<file path="config.mk">
export PLATFORM = sky130hd
export DESIGN_NAME = adc_result_hold_regs
export DESIGN_NICKNAME = d
export VERILOG_FILES = /design/src/hw/adc_result_pkg.sv /design/src/hw/adc_result_hold_regs.sv /design/src/hw/adc_result_chan.sv
export SDC_FILE = /design/constraint.sdc
export NUM_CORES = 1
export LEC_CHECK = 0
export BUFFER_PORTS_ARGS = -buffer_cell sky130_fd_sc_hd__buf_2
export CAP_MARGIN = 20
export CORE_MARGIN = 1.5
export CORE_UTILIZATION = 47
export CTS_CLUSTER_DIAMETER = 80
export CTS_CLUSTER_SIZE = 28
export DETAILED_ROUTE_END_ITERATION = 7
export PLACE_DENSITY = 0.86
export SLEW_MARGIN = 30
export SYNTH_ARGS = -nofsm -noshare
export SYNTH_HDL_FRONTEND = slang
export SYNTH_SLANG_ARGS = --single-unit
</file>
<file path="constraint.sdc">
create_clock -name CLK_I -period 1.26 [get_ports CLK_I]
set_input_delay 0.063 -clock CLK_I [delete_from_list [all_inputs] [get_ports CLK_I]]
set_output_delay 0.063 -clock CLK_I [all_outputs]
set_load 0.1 [all_outputs]
</file>
<file path="src/hw/adc_result_pkg.sv">
/*
 * Shared constants and carrier types for the conversion result holding registers.
 * Assumes a single peripheral clock shared by the converter sequencer and the register port.
 */
package adc_result_pkg;

    // Register port widths.
    localparam int ADDR_W = 8;
    localparam int DATA_W = 32;

    // Width of one conversion result.
    localparam int RES_W = 10;

    // Number of result channels held by this block.
    localparam int NUM_CH = 2;

    // Width of one result register.
    localparam int REG_W = 16;

    // Byte offsets of the registers; one aligned word each.
    localparam logic [ADDR_W-1:0] OFS_RESULT_CH4 = 8'h00;
    localparam logic [ADDR_W-1:0] REG_STRIDE = 8'h04;
    localparam logic [ADDR_W-1:0] OFS_IRQ_STATUS = 8'h08;
    localparam logic [ADDR_W-1:0] OFS_IRQ_ENABLE = 8'h0c;
    localparam logic [ADDR_W-1:0] OFS_IRQ_CLEAR = 8'h10;

    // Field positions inside a result register.
    localparam int UPPER_LSB = 8;
    localparam int LOWER_LSB = 6;
    localparam int OVR_BIT = 1;
    localparam int PRESENT_BIT = 0;

    // Field positions inside the interrupt registers.
    localparam int IRQ_NEW_LSB = 0;
    localparam int IRQ_OVR_LSB = 2;
    localparam int IRQ_W = 4;

    // Values after reset.
    localparam logic [RES_W-1:0] RESULT_RST = 10'h000;
    localparam logic [IRQ_W-1:0] IRQ_RST = 4'h0;
    localparam logic [DATA_W-1:0] RDATA_RST = 32'h0000_0000;

    // A new result offered by the converter sequencer.
    typedef struct packed {
        logic store;
        logic [RES_W-1:0] value;
    } conv_store_s;

    // Which byte lanes of a result register a read touches.
    typedef struct packed {
        logic rd_hi;
        logic rd_lo;
    } lane_read_s;

    // One-cycle events raised by a channel.
    typedef struct packed {
        logic new_result;
        logic overrun;
    } chan_event_s;

endpackage : adc_result_pkg

</file>
<file path="src/hw/adc_result_hold_regs.sv">
/*
 * Holding registers for the conversion results of two converter channels,
 * with a sticky interrupt status, enable and clear register.
 * Assumes the sequencer and the register port run on CLK_I, and that the port
 * master keeps one-cycle strobes and takes read data in the following cycle.
 */
// The address map and the address-and-strobe port were chosen for this implementation.
// Function
// - Result bits 9:2 at 15:8, 1:0 at 7:6.
// - New stored result sets present flag, bit 0.
// - Reading lower result byte clears present flag.
// - Overwrite before both halves read sets overrun.
// - Reading the overrun flag clears it.
module adc_result_hold_regs
    import adc_result_pkg::*;
#(
    // Number of channels; the register map serves exactly two.
    parameter int CHANNELS = 2
) (
    // Clock and reset.
    input wire logic CLK_I,
    input wire logic NRST_I,
    // Register port.
    input wire logic [adc_result_pkg::ADDR_W-1:0] ADDR_I,
    input wire logic [1:0] BYTE_EN_I,
    input wire logic [adc_result_pkg::DATA_W-1:0] WDATA_I,
    input wire logic WR_I,
    input wire logic RD_I,
    output logic [adc_result_pkg::DATA_W-1:0] RDATA_O,
    // Converter sequencer side.
    input wire adc_result_pkg::conv_store_s [CHANNELS-1:0] STORE_I,
    // Interrupt.
    output logic IRQ_O
);

    import adc_result_pkg::*;

    // The address map and the status layout are fixed for two channels.
    if (CHANNELS != NUM_CH) begin : g_bad_channels
        $error("adc_result_hold_regs serves exactly two channels");
    end

    // Register images of the channels.
    logic [REG_W-1:0] chan_reg [CHANNELS];
    // Events of the channels.
    chan_event_s chan_evt [CHANNELS];
    // Channel register selected by the address.
    logic [CHANNELS-1:0] sel_chan;
    // Lane reads forwarded to each channel.
    lane_read_s lane_rd [CHANNELS];
    // Collected events in status layout.
    logic [IRQ_W-1:0] events;

    // Interrupt status, sticky.
    logic [IRQ_W-1:0] sts_q;
    logic [IRQ_W-1:0] sts_d;
    // Interrupt enable.
    logic [IRQ_W-1:0] en_q;
    logic [IRQ_W-1:0] en_d;
    // Interrupt output register.
    logic irq_q;

    // Read data register and its next value.
    logic [DATA_W-1:0] rdata_q;
    logic [DATA_W-1:0] rdata_d;

    // Register-write decodes.
    logic wr_enable;
    logic wr_clear;

    // One holder per channel; each sees only its own lane reads.
    for (genvar i = 0; i < CHANNELS; i++) begin : g_chan
        // Channel i sits one stride above channel i-1.
        assign sel_chan[i] = (ADDR_I == OFS_RESULT_CH4 + ADDR_W'(i) * REG_STRIDE);

        // A lane is read only when the strobe, the address and the lane agree.
        // Byte-wide reads still work, which lets the halves be fetched apart.
        assign lane_rd[i].rd_lo = RD_I && sel_chan[i] && BYTE_EN_I[0];
        assign lane_rd[i].rd_hi = RD_I && sel_chan[i] && BYTE_EN_I[1];

        adc_result_chan u_chan (
            .clk_i(CLK_I),
            .nrst_i(NRST_I),
            .store_i(STORE_I[i]),
            .rd_i(lane_rd[i]),
            .reg_o(chan_reg[i]),
            .evt_o(chan_evt[i])
        );

        // Place the events in the status layout.
        assign events[IRQ_NEW_LSB + i] = chan_evt[i].new_result;
        assign events[IRQ_OVR_LSB + i] = chan_evt[i].overrun;
    end

    // Write decodes; writes to the result registers fall through and do nothing.
    assign wr_enable = WR_I && (ADDR_I == OFS_IRQ_ENABLE);
    assign wr_clear = WR_I && (ADDR_I == OFS_IRQ_CLEAR);

    // Next status: software clears with ones, but a same-cycle event wins.
    always_comb begin
        sts_d = sts_q;
        if (wr_clear) begin
            sts_d = sts_d & ~WDATA_I[IRQ_W-1:0];
        end
        sts_d = sts_d | events;
    end

    // Next enable value.
    always_comb begin
        en_d = en_q;
        if (wr_enable) begin
            en_d = WDATA_I[IRQ_W-1:0];
        end
    end

    // Status register.
    always_ff @(posedge CLK_I or negedge NRST_I) begin
        if (!NRST_I) begin
            sts_q <= IRQ_RST;
        end else begin
            sts_q <= sts_d;
        end
    end

    // Enable register.
    always_ff @(posedge CLK_I or negedge NRST_I) begin
        if (!NRST_I) begin
            en_q <= IRQ_RST;
        end else begin
            en_q <= en_d;
        end
    end

    // The interrupt is built from the next values, so it tracks the
    // registers cycle for cycle while still leaving a flip-flop.
    always_ff @(posedge CLK_I or negedge NRST_I) begin
        if (!NRST_I) begin
            irq_q <= 1'b0;
        end else begin
            irq_q <= |(sts_d & en_d);
        end
    end

    // Read multiplexer; unmapped and write-only offsets read zero.
    // The image is taken before any read clear lands, so the flags that a
    // read returns are those that were standing when it was made.
    always_comb begin
        rdata_d = RDATA_RST;
        if (sel_chan[0]) begin
            rdata_d[REG_W-1:0] = chan_reg[0];
        end else if (sel_chan[1]) begin
            rdata_d[REG_W-1:0] = chan_reg[1];
        end else if (ADDR_I == OFS_IRQ_STATUS) begin
            rdata_d[IRQ_W-1:0] = sts_q;
        end else if (ADDR_I == OFS_IRQ_ENABLE) begin
            rdata_d[IRQ_W-1:0] = en_q;
        end else begin
            rdata_d = RDATA_RST;
        end
    end

    // Read data stand only in the cycle after the strobe.
    always_ff @(posedge CLK_I or negedge NRST_I) begin
        if (!NRST_I) begin
            rdata_q <= RDATA_RST;
        end else if (RD_I) begin
            rdata_q <= rdata_d;
        end else begin
            rdata_q <= RDATA_RST;
        end
    end

    // Outputs come straight from flip-flops.
    assign RDATA_O = rdata_q;
    assign IRQ_O = irq_q;

    // A stored value reads back in place on a read in the cycle after the store.
    property p_layout;
        @(posedge CLK_I) disable iff (!NRST_I)
            STORE_I[0].store ##1 (RD_I && sel_chan[0] && !STORE_I[0].store)
            |=> (RDATA_O[15:8] == $past(STORE_I[0].value[9:2], 2))
                && (RDATA_O[7:6] == $past(STORE_I[0].value[1:0], 2));
    endproperty
    a_layout: assert property (p_layout) else $error("result bits misplaced");

    // A store is visible as present on a read in the cycle after it.
    property p_present_read;
        @(posedge CLK_I) disable iff (!NRST_I)
            STORE_I[1].store ##1 (RD_I && sel_chan[1] && !STORE_I[1].store) |=> RDATA_O[0];
    endproperty
    a_present_read: assert property (p_present_read) else $error("present flag not read back");

    // Two reads of the lower byte with no store between: the second shows no flag.
    property p_clear_read;
        @(posedge CLK_I) disable iff (!NRST_I)
            (RD_I && sel_chan[0] && BYTE_EN_I[0] && !STORE_I[0].store)
            ##1 (RD_I && sel_chan[0] && !STORE_I[0].store)
            |=> (RDATA_O[1:0] == 2'b00);
    endproperty
    a_clear_read: assert property (p_clear_read) else $error("flags survived a read");

    // Reserved bits and everything above the register read zero.
    property p_reserved;
        @(posedge CLK_I) disable iff (!NRST_I)
            (RD_I && (|sel_chan)) |=> (RDATA_O[5:2] == 4'h0) && (RDATA_O[31:16] == 16'h0000);
    endproperty
    a_reserved: assert property (p_reserved) else $error("reserved bits not zero");

    // An overwrite raises its status bit on the next edge.
    property p_ovr_status;
        @(posedge CLK_I) disable iff (!NRST_I) chan_evt[0].overrun |=> sts_q[IRQ_OVR_LSB];
    endproperty
    a_ovr_status: assert property (p_ovr_status) else $error("overrun status not raised");

    // With no read strobe the read data stay at zero.
    property p_rdata_idle;
        @(posedge CLK_I) disable iff (!NRST_I) !RD_I |=> (RDATA_O == RDATA_RST);
    endproperty
    a_rdata_idle: assert property (p_rdata_idle) else $error("read data outside read slot");

    // The interrupt follows enabled status bits.
    property p_irq;
        @(posedge CLK_I) disable iff (!NRST_I) ##1 (IRQ_O == |(sts_q & en_q));
    endproperty
    a_irq: assert property (p_irq) else $error("interrupt level wrong");

    // A write to the first result register leaves the value bits that it shows unchanged.
    property p_write_ignored;
        @(posedge CLK_I) disable iff (!NRST_I)
            (WR_I && sel_chan[0] && !STORE_I[0].store)
            |=> (chan_reg[0][15:6] == $past(chan_reg[0][15:6]));
    endproperty
    a_write_ignored: assert property (p_write_ignored) else $error("write reached result");

    // The second channel keeps the same layout as the first.
    // A store followed at once by a read is the tightest case the port allows.
    property p_layout_ch5;
        @(posedge CLK_I) disable iff (!NRST_I)
            STORE_I[1].store ##1 (RD_I && sel_chan[1] && !STORE_I[1].store)
            |=> (RDATA_O[15:8] == $past(STORE_I[1].value[9:2], 2))
                && (RDATA_O[7:6] == $past(STORE_I[1].value[1:0], 2));
    endproperty
    a_layout_ch5: assert property (p_layout_ch5) else $error("second channel bits misplaced");

    // A store on the first channel is visible as present on the read that follows it.
    property p_present_read_ch4;
        @(posedge CLK_I) disable iff (!NRST_I)
            STORE_I[0].store ##1 (RD_I && sel_chan[0] && !STORE_I[0].store) |=> RDATA_O[0];
    endproperty
    a_present_read_ch4: assert property (p_present_read_ch4) else $error("present flag not read back");

    // A new result raises its status bit on the next edge, whatever a clear write does.
    // Losing an event to a same-cycle clear would make software miss an interrupt.
    property p_new_status_ch4;
        @(posedge CLK_I) disable iff (!NRST_I) chan_evt[0].new_result |=> sts_q[IRQ_NEW_LSB];
    endproperty
    a_new_status_ch4: assert property (p_new_status_ch4) else $error("new result status not raised");

    // The same holds for the second channel.
    property p_new_status_ch5;
        @(posedge CLK_I) disable iff (!NRST_I) chan_evt[1].new_result |=> sts_q[IRQ_NEW_LSB + 1];
    endproperty
    a_new_status_ch5: assert property (p_new_status_ch5) else $error("new result status not raised");

    // An overwrite on the second channel raises its status bit on the next edge.
    property p_ovr_status_ch5;
        @(posedge CLK_I) disable iff (!NRST_I) chan_evt[1].overrun |=> sts_q[IRQ_OVR_LSB + 1];
    endproperty
    a_ovr_status_ch5: assert property (p_ovr_status_ch5) else $error("overrun status not raised");

    // A clear write with a one drops the status bit when no event competes.
    property p_sts_clear;
        @(posedge CLK_I) disable iff (!NRST_I)
            (wr_clear && WDATA_I[IRQ_NEW_LSB] && !chan_evt[0].new_result) |=> !sts_q[IRQ_NEW_LSB];
    endproperty
    a_sts_clear: assert property (p_sts_clear) else $error("status bit survived a clear");

    // An enable write lands whole on the next edge.
    property p_en_write;
        @(posedge CLK_I) disable iff (!NRST_I) wr_enable |=> (en_q == $past(WDATA_I[IRQ_W-1:0]));
    endproperty
    a_en_write: assert property (p_en_write) else $error("enable write lost");

    // A status read returns the bits standing at the strobe and zeros above them.
    // The status register has no read clear, so only the clear register removes bits.
    property p_rdata_status;
        @(posedge CLK_I) disable iff (!NRST_I) (RD_I && (ADDR_I == OFS_IRQ_STATUS))
            |=> (RDATA_O[IRQ_W-1:0] == $past(sts_q)) && (RDATA_O[DATA_W-1:IRQ_W] == '0);
    endproperty
    a_rdata_status: assert property (p_rdata_status) else $error("status read back wrong");

    // Unmapped and write-only offsets read zero.
    property p_unmapped;
        @(posedge CLK_I) disable iff (!NRST_I)
            (RD_I && !(|sel_chan) && (ADDR_I != OFS_IRQ_STATUS) && (ADDR_I != OFS_IRQ_ENABLE))
            |=> (RDATA_O == RDATA_RST);
    endproperty
    a_unmapped: assert property (p_unmapped) else $error("unmapped offset read nonzero");

    // An enabled new result on the second channel raises the interrupt on the next edge.
    property p_irq_new_ch5;
        @(posedge CLK_I) disable iff (!NRST_I) (chan_evt[1].new_result && en_d[IRQ_NEW_LSB + 1]) |=> IRQ_O;
    endproperty
    a_irq_new_ch5: assert property (p_irq_new_ch5) else $error("interrupt missed an enabled event");

endmodule : adc_result_hold_regs

</file>
<file path="src/hw/adc_result_chan.sv">
/*
 * One result holding register: value, result-present flag and overrun flag.
 * Assumes the parent decodes byte-lane reads and keeps the register port timing.
 */
module adc_result_chan
    import adc_result_pkg::*;
(
    // Clock and reset.
    input wire logic clk_i,
    input wire logic nrst_i,
    // New result from the sequencer.
    input wire conv_store_s store_i,
    // Byte lanes read this cycle.
    input wire lane_read_s rd_i,
    // Register image and events.
    output logic [REG_W-1:0] reg_o,
    output chan_event_s evt_o
);

    // Stored result.
    logic [RES_W-1:0] value_q;
    // Result-present flag.
    logic present_q;
    // Overrun flag.
    logic ovr_q;
    // Halves not yet read since the last store: [1] upper, [0] lower.
    logic [1:0] unread_q;
    // An overwrite of a value not fully read.
    logic overwrite;

    assign overwrite = store_i.store && (|unread_q);

    // Only the sequencer changes the value; bus writes never reach it.
    always_ff @(posedge clk_i or negedge nrst_i) begin
        if (!nrst_i) begin
            value_q <= RESULT_RST;
        end else if (store_i.store) begin
            value_q <= store_i.value;
        end
    end

    // A store sets the flag and wins over a read of the lower byte.
    always_ff @(posedge clk_i or negedge nrst_i) begin
        if (!nrst_i) begin
            present_q <= 1'b0;
        end else if (store_i.store) begin
            present_q <= 1'b1;
        end else if (rd_i.rd_lo) begin
            present_q <= 1'b0;
        end
    end

    // Halves are tracked apart, since software may read them one byte at a time.
    always_ff @(posedge clk_i or negedge nrst_i) begin
        if (!nrst_i) begin
            unread_q <= 2'b00;
        end else if (store_i.store) begin
            unread_q <= 2'b11;
        end else begin
            unread_q <= unread_q & ~{rd_i.rd_hi, rd_i.rd_lo};
        end
    end

    // The flag sits in the lower byte, so a lower-byte read clears it; set wins.
    always_ff @(posedge clk_i or negedge nrst_i) begin
        if (!nrst_i) begin
            ovr_q <= 1'b0;
        end else if (overwrite) begin
            ovr_q <= 1'b1;
        end else if (rd_i.rd_lo) begin
            ovr_q <= 1'b0;
        end
    end

    // Register image; bits 5 to 2 are tied low.
    always_comb begin
        reg_o = '0;
        reg_o[UPPER_LSB +: 8] = value_q[RES_W-1:2];
        reg_o[LOWER_LSB +: 2] = value_q[1:0];
        reg_o[OVR_BIT] = ovr_q;
        reg_o[PRESENT_BIT] = present_q;
    end

    // Events for the interrupt status.
    assign evt_o.new_result = store_i.store;
    assign evt_o.overrun = overwrite;

    property p_present_set;
        @(posedge clk_i) disable iff (!nrst_i) store_i.store |=> present_q;
    endproperty
    a_present_set: assert property (p_present_set) else $error("present flag not set after store");

    property p_present_clr;
        @(posedge clk_i) disable iff (!nrst_i) (rd_i.rd_lo && !store_i.store) |=> !present_q;
    endproperty
    a_present_clr: assert property (p_present_clr) else $error("present flag not cleared by read");

    property p_ovr_set;
        @(posedge clk_i) disable iff (!nrst_i)
            store_i.store ##1 (store_i.store && !rd_i.rd_hi && !rd_i.rd_lo) |=> ovr_q;
    endproperty
    a_ovr_set: assert property (p_ovr_set) else $error("overrun not flagged on overwrite");

    property p_ovr_clr;
        @(posedge clk_i) disable iff (!nrst_i) (rd_i.rd_lo && !store_i.store) |=> !ovr_q;
    endproperty
    a_ovr_clr: assert property (p_ovr_clr) else $error("overrun not cleared by read");

    property p_value_hold;
        @(posedge clk_i) disable iff (!nrst_i) !store_i.store |=> $stable(value_q);
    endproperty
    a_value_hold: assert property (p_value_hold) else $error("value changed without store");

endmodule : adc_result_chan

</file>
# Yosys cells after proc, flatten, opt, wreduce, memory -nomap -nowiden
# Cells that the tools add are included.
[word_totals] word_cells=57 input_bits=68 out_inout_bits=33 ff_bits=53
[op_classes] n_eq_ne=4 n_reduce_logical=18 n_mux=15 bitwise_logic=8
[op_table] op="$mux W16" count=3
[op_table] op="$eq A8 B4 Y1 const B" count=2
[op_table] op="$mux W4" count=4
[op_table] op="$logic_and A1 B1 Y1" count=10
[op_table] op="$and A4 B4 Y4" count=2
[op_table] op="$eq A8 B3 Y1 const B" count=1
[op_table] op="$eq A8 B5 Y1 const B" count=1
[op_table] op="$logic_not A8 Y1" count=1
[op_table] op="$reduce_bool A2 Y1" count=4
[op_table] op="$mux W1" count=6
[op_table] op="$and A2 B2 Y2" count=2
[op_table] op="$mux W2" count=2
[op_table] op="$not A2 Y2" count=2
[op_table] op="$not A4 Y4" count=1
[op_table] op="$or A4 B4 Y4" count=1
[op_table] op="$reduce_or A2 Y1" count=2
[op_table] op="$reduce_or A4 Y1" count=1

# Depth between registers and ports, before layout
# Gate-level depths: netlist of run 1.
[depth] word_depth=6 depth_mapped=5 mapped_depth_nobuf=4

# By module
# From an unflattened synthesis of run 1, not the netlist that was laid out.
[unflattened] hier_cells=208 hier_area_um2=2558.7
[modules_own_cells] mod="adc_result_hold_regs" area_per_inst_um2=1322.5 instances=1 seq_area_each_um2=625.6 cells_each=126
[modules_own_cells] mod="adc_result_chan" area_per_inst_um2=618.1 instances=2 seq_area_each_um2=350.3 cells_each=41

# Least setup slack after synthesis of run 1
# OpenSTA, ideal clock, no wires.
[synth_timing] path_type="input -> register" start="input ADDR_I[5] (netlist bit)" end="register irq_q, in the netlist IRQ_O" setup_time_ns=0.139 n_path_buf=0 setup_slack_ns=-0.057 t_arrival_ns=1.177 required_ns=1.121 cell_stages=4 path_cell_list="or4_4 -> nor3_2 -> mux2i_1 -> o2111ai_2"
[synth_between] elab_chain_len=6 elab_cells_between_ends=9 cone_classes="eq/ne: 2; mux: 2; bitwise: 2; reduce/logical: 3"
[synth_rtl] element="from (decl)" line_no="adc_result_hold_regs.sv:24" text="input wire logic [adc_result_pkg::ADDR_W-1:0] ADDR_I,"
[synth_rtl] element="$eq A8 B5 Y1" line_no="adc_result_hold_regs.sv:97" text="assign wr_clear = WR_I && (ADDR_I == OFS_IRQ_CLEAR);"
[synth_rtl] element="$logic_and A1 B1 Y1" line_no="adc_result_hold_regs.sv:97"
[synth_rtl] element="$mux W4" line_no="adc_result_hold_regs.sv:102" text="if (wr_clear) begin"
[synth_rtl] element="$or A4 B4 Y4" line_no="adc_result_hold_regs.sv:105" text="sts_d = sts_d | events;"
[synth_rtl] element="$and A4 B4 Y4 *" line_no="adc_result_hold_regs.sv:140" text="irq_q <= |(sts_d & en_d);"
[synth_rtl] element="$reduce_or A4 Y1 *" line_no="adc_result_hold_regs.sv:140"
[synth_rtl] element="to (signal assigned)" line_no="adc_result_hold_regs.sv:140"
[synth_rtl] element="to (decl)" line_no="adc_result_hold_regs.sv:61" text="logic irq_q;"
# Mark *: on every way between the ends. The rest lies on a longest branch, timed or not.
# A chain may end at the register's enable or synchronous reset.

# Worst setup path after layout of run 1
[layout_timing] start="register g_chan[0].u_chan.unread_q[1]" end="register irq_q, in the netlist IRQ_O"
[layout_between] elab_chain_len=5
[layout_rtl] element="from (decl)" line_no="adc_result_chan.sv:27" text="logic [1:0] unread_q;"
[layout_rtl] element="from (signal assigned)" line_no="adc_result_chan.sv:60" text="unread_q <= unread_q & ~{rd_i.rd_hi, rd_i.rd_lo};"
[layout_rtl] element="$reduce_or A2 Y1" line_no="adc_result_chan.sv:31" text="assign overwrite = store_i.store && (|unread_q);"
[layout_rtl] element="$logic_and A1 B1 Y1" line_no="adc_result_chan.sv:31"
[layout_rtl] element="$or A4 B4 Y4" line_no="adc_result_hold_regs.sv:105"
[layout_rtl] element="$and A4 B4 Y4" line_no="adc_result_hold_regs.sv:140"
[layout_rtl] element="$reduce_or A4 Y1" line_no="adc_result_hold_regs.sv:140"
# Every way passes these cells.

==> results.cfg, run 1 <==
[synth]
synthCells = 178
synth_edf_count = 0
yosysMostFrequentCell = dfrtp_1
yosysTopAreaCell = dfrtp_1
synthArstFlopShare_pct = 100
syn_avg_cell_area_um2 = 12.8
ys_types = 37
synthFlopType = dfrtp_1
yosysSeqAreaShare_pct = 56.0
yosys_register_bits = 51
synthesis.area_um2 = 2280
netlist.area_leader.share_pct = 56.0
yosys_warnings = 0
synthTopCellsByCount = dfrtp_1, mux2_2, buf_4
synth.area.top_cells = dfrtp_1, mux2_2, buf_4, a22o_1, mux2i_1

[routing]
drc = 0
wire_per_inst_um = 14.8
ant_nets = 0
first_pass_iters = 4
drt_iter0_markers = 38
vias = 1667
routed_wl_um = 4850
vias_per_cell = 5.08

[run_status]
status = completed

[global_route]
grt_max_degree = 52
grt_pass1_vias = 1723
grt_usage_pct = 20.4
grt_overflow = 0
grt_first_pass_wirelength_um = 7990
antenna_found_initial = 0

[cts]
clock_sinks = 51
cts_setup_buffers = 0
clockRootBuffer = clkbuf_8
cts.reportedPaths.clkPinSlew_ns = 0.09
clock_path_buffers = 2
clk_latency_ns = 0.31
cts_tree = built
ctsHtreeMaxLevel = 2
cts_inserted_buffers = 5

[die]
initial_core_util_pct = 48.6
core_um2 = 4690
dieArea_um2 = 5270
die-width_um = 72.6
die_h_um = 72.6
pin_count = 101
std_cell_rows = 25

[sta]
worst_clock_skew_ns = 0.00732
fin_crit_ns = 1.18
hold_viol = 0
fmax_mhz = 847
layout_setup_ws_ns = 0.0793
rsz0062_at_grt = no
slew_violations = 0
finalSetupViolations = 0
finalCritPeriodShare_pct = 93.7

[finish]
area_delta_synth_final_pct = 34.1
drive_gt1_share_pct = 42.3
layout.nets = 341
multi_input_area_um2 = 897
stdcell_count = 328
num_antenna_cells = 0
fill_cells = 355
seq_area_um2 = 1280

[setup_path]
crit_arrival_ns = 1.41
critPathLaunchType = register
end_kind = register
worstSetupPathType = register to register
path_max_fanout = 3
required_ns = 1.49

[pwr]
leakagePower_nw = 1.46
sw_frac_of_total_pct = 27.4
p_clk_share_pct = 36.2
fin_total_pwr_mw = 3.76
p_sw_mw = 1.03
seqPwrFrac_pct = 46.7
ir_drop_mv = 0.816
p_comb_share_pct = 17.2
powerDensity_nw_per_um2 = 1230
p_int_mw = 2.73

[placement]
gp_congestion = 0.898
place_ws_ns = -0.238
hpwlAfterDp_um = 3470
port_buffers = 54
place_inst = 299

[worst_hold_path]
hold_class = input port to register

[job]
maxCapViolCount = 0
worst paths after layout:
check                                        startpoint                      to  slack, ns  cells past startpoint
max                        g_chan[0].u_chan.unread_q[1]                   IRQ_O       0.08                      4
min                                          WDATA_I[3]                 en_q[3]       0.02                      3
max reg2reg                g_chan[0].u_chan.unread_q[1]                   IRQ_O       0.08                      4
min reg2reg                      g_chan[0].u_chan.ovr_q  g_chan[0].u_chan.ovr_q       0.49                      1
max in group asynchronous                        NRST_I                 en_q[1]       0.77                      3
min in group asynchronous                        NRST_I              RDATA_O[6]       0.27                      3
flip-flops by register name (all words and copies together), names as in the netlist:
register	flops
g_chan.u_chan.value_q	20
RDATA_O	14
IRQ_O	1
g_chan.u_chan.unread_q	4
en_q	4
g_chan.u_chan.ovr_q	2
sts_q	4
g_chan.u_chan.present_q	2
stage by stage:
stage	cell area [um^2]	util, %	hold slack, ns	TNS (ns)
after floorplan	2340	-	-0.233	-0.0395
after global placement	2700	57.4	0.0687	-2.48
after detailed placement	2700	57.4	0.0712	-2.59
after CTS	3050	64.9	0.0274	0
after global routing	3060	65.1	0.0332	0
final	3060	65.1	0.0227	0
cell usage in the layout (no fill, tap or decap), types with 2 or more instances in the layout:
cell type / Yosys / final
dfrtp_1: 51 / 51
nor2_1: 8 / 8
mux2_2: 20 / 20
a41oi_1: 2 / 2
o31a_1: 2 / 2
inv_1: 4 / 4
bufinv_16: 0 / 2
nand3_1: 6 / 6
o22a_1: 2 / 2
conb_1: 1 / 18
clkbuf_8: 0 / 5
a21o_1: 8 / 8
nand4_1: 2 / 2
mux2i_1: 7 / 6
nand2_1: 3 / 3
o21a_1: 2 / 2
nor2b_1: 3 / 2
buf_12: 0 / 2
nor3_4: 2 / 2
buf_2: 2 / 54
buf_4: 18 / 18
a22o_1: 10 / 10
dlygate4sd3_1: 0 / 21
and4_1: 3 / 3
or2_1: 2 / 2
metal layers:
metal  part of all wire [%]  track usage, %
met5                      0               0
met4                    1.7            8.60
met3                    3.9            4.70
met2                     50            33.0
met1                     44            26.4
final cells by class:
type                       instances  area share [%]
inverter                           5           0.614
clock buffer                       5            2.25
sequential                        51            41.8
timing repair buffer              95            21.5
tap                               54            2.21
clock inverter                     3            2.33
multi-input combinational        115            29.4
power by group through the flow:
stage | Clock [mW] | Combinational, mW | Sequential, mW
2_1_floorplan | 0 | 0.428 | 1.82
3_3_place_gp | 0 | 0.585 | 1.78
3_5_place_dp | 0 | 0.594 | 1.78
4_1_cts | 1.38 | 0.645 | 1.75
5_1_grt | 1.44 | 0.687 | 1.76
6_report | 1.36 | 0.646 | 1.75
worst max-delay path: stages, from the launching register on:
cell and delay (ns):
dfrtp_1 0.36, o21a_1 0.20, nor2b_2 0.07, a221o_2 0.39
o2111ai_2 0.08
cells by family after synthesis:
family,synth area share (%)
compound gates,12.2
buf+inv,7.85
flops,56.0
mux,13.0
other cells,0.165
simple gates,10.8
what timing repair did:
action                                 in CTS  in global routing
resized for setup                           0                  3
endpoints found under the hold margin      71                  0
setup endpoints to repair                   0                  1
hold buffers                               21                  0
(Power assumes the default switching activity.)
==> inputs of run 2 (changes only) <==
--- a/config.mk
+++ b/config.mk
@@ -13,6 +13,7 @@
 export CTS_CLUSTER_SIZE = 28
 export DETAILED_ROUTE_END_ITERATION = 7
 export PLACE_DENSITY = 0.86
+export REMOVE_ABC_BUFFERS = 1
 export SLEW_MARGIN = 30
 export SYNTH_ARGS = -nofsm -noshare
 export SYNTH_HDL_FRONTEND = slang
==> run 2 against run 1 <==
Against the previous run: non-clock buffer count shrank 3; clock skew grew 0.0028 ns; final area shrank 1.5%.
==> results.cfg, run 2 (synthesized netlist as in run 1, its figures left out) <==
[run_status]
status = completed

[routing]
vias = 1707
first_pass_iters = 4
routed_wl_um = 4880
vias_per_cell = 5.25
ant_nets = 0
drc = 0
drt_iter0_markers = 105
wire_per_inst_um = 15.0

[job]
maxCapViolCount = 0

[finish]
fill_cells = 342
final_core_util_pct = 64.2
mostFrequentLayoutCell = buf_2
stdcell_area_um2 = 3010
layout.nets = 338
largest_reg_flops = 20
mostFrequentLayoutCells = buf_2, dfrtp_1, dlygate4sd3_1, mux2_2, conb_1
largest_register = g_chan.u_chan.value_q
drive_gt1_share_pct = 41.7
area_delta_synth_final_pct = 32.1
num_antenna_cells = 0

[sta]
worst_clock_skew_ns = 0.0102
finalCritPeriodShare_pct = 95.4
finalSetupViolations = 0
rsz0062_at_grt = no
fmax_mhz = 832
slew_violations = 0
layout_setup_ws_ns = 0.0582
hold_viol = 0
fin_crit_ns = 1.20

[global_route]
grt_overflow = 0
grt_max_degree = 52
antenna_found_initial = 0
grt_usage_pct = 19.5
grt_pass1_vias = 1684
grt_first_pass_wirelength_um = 7710

[placement]
hpwlAfterDp_um = 3280
place_ws_ns = -0.297
port_buffers = 54
dpl-instance-area_um2 = 2690
gp_congestion = 0.917

[setup_path]
path_max_fanout = 4
worst_path_max_delay_cell = or4_4
crit_chain = buf_2, or4_4, o31a_1, o21ai_1, o2111ai_2
crit_arrival_ns = 1.37
required_ns = 1.43
critPathLaunchType = input port
end_kind = register
cpPeakStageDelay_ns = 0.57
worstSetupPathType = input port to register

[pwr]
leakagePower_nw = 1.44
fin_total_pwr_mw = 3.38
powerDensity_nw_per_um2 = 1120
ir_drop_mv = 0.739

[die]
initial_core_util_pct = 48.6
dieArea_um2 = 5270
core_um2 = 4690
pin_count = 101
die-width_um = 72.6
die_h_um = 72.6
std_cell_rows = 25

[cts]
clk_latency_ns = 0.31
cts_tree = built
clock_path_buffers = 2
clockRootBuffer = clkbuf_8
cts_inserted_buffers = 5
cts.reportedPaths.clkPinSlew_ns = 0.09
ctsHtreeMaxLevel = 2
clock_sinks = 51
cts_setup_buffers = 0

[worst_hold_path]
hold_class = input port to register
==> run 2: power by group <==
| part | total [mW] | internal [mW] | switching [mW] |
|---|---|---|---|
| logic | 0.647 | 0.204 | 0.442 |
| clock network | 0.976 | 0.448 | 0.528 |
| registers | 1.75 | 1.71 | 0.0417 |
| total | 3.38 | 2.37 | 1.01 |
==> run 2: final timing paths <==
kind	start	end	slack, ns	cells after the start
min in group asynchronous	NRST_I	RDATA_O[11]	0.26	3
setup reg to reg	g_chan[0].u_chan.unread_q[1]	IRQ_O	0.08	4
setup / recovery	ADDR_I[5]	IRQ_O	0.06	5
hold / removal	RD_I	RDATA_O[2]	0.04	3
max in group asynchronous	NRST_I	IRQ_O	0.77	3
hold reg to reg	g_chan[0].u_chan.unread_q[1]	g_chan[0].u_chan.unread_q[1]	0.49	1
==> run 2: repair_timing <==
action | 4_1_cts | 5_1_grt
resized for setup | 0 | 4
setup endpoints to repair | 0 | 1
endpoints found under the hold margin | 69 | 2
hold buffers | 19 | 2
==> run 2: layout make-up <==
type,instances,area [um^2],area share (%)
Timing Repair Buffer,92,646,21.4
Multi-Input combinational cell,115,903,30.0
Clock buffer,6,82.6,2.74
Sequential cell,51,1280,42.4
Inverter,5,18.8,0.623
Tap cell,54,67.6,2.24
Clock inverter,2,16.3,0.540
==> run 2: critical path: cells and delay by family <==
kind,cells,cell delay (ns)
compound gates,3,0.62
buf+inv,1,0.11
simple gates,1,0.57
==> run 2: per-stage QoR <==
stage	std cells	hold slack [ns]	TNS, ns
after floorplan	171	-0.233	-3.82
after global placement	296	0.0698	-1.85
after detailed placement	296	0.0707	-2.53
after CTS	323	0.00431	0
after global routing	325	0.0411	0
final	325	0.0424	0
==> run 2: routing by layer <==
layer	global-route usage, %	part of all wire, %	vias up
li1	-	-	793
met1	23.6	42	846
met2	32.9	51	57
met3	5.25	4.6	11
met4	7.97	2.5	0
met5	0	0	-
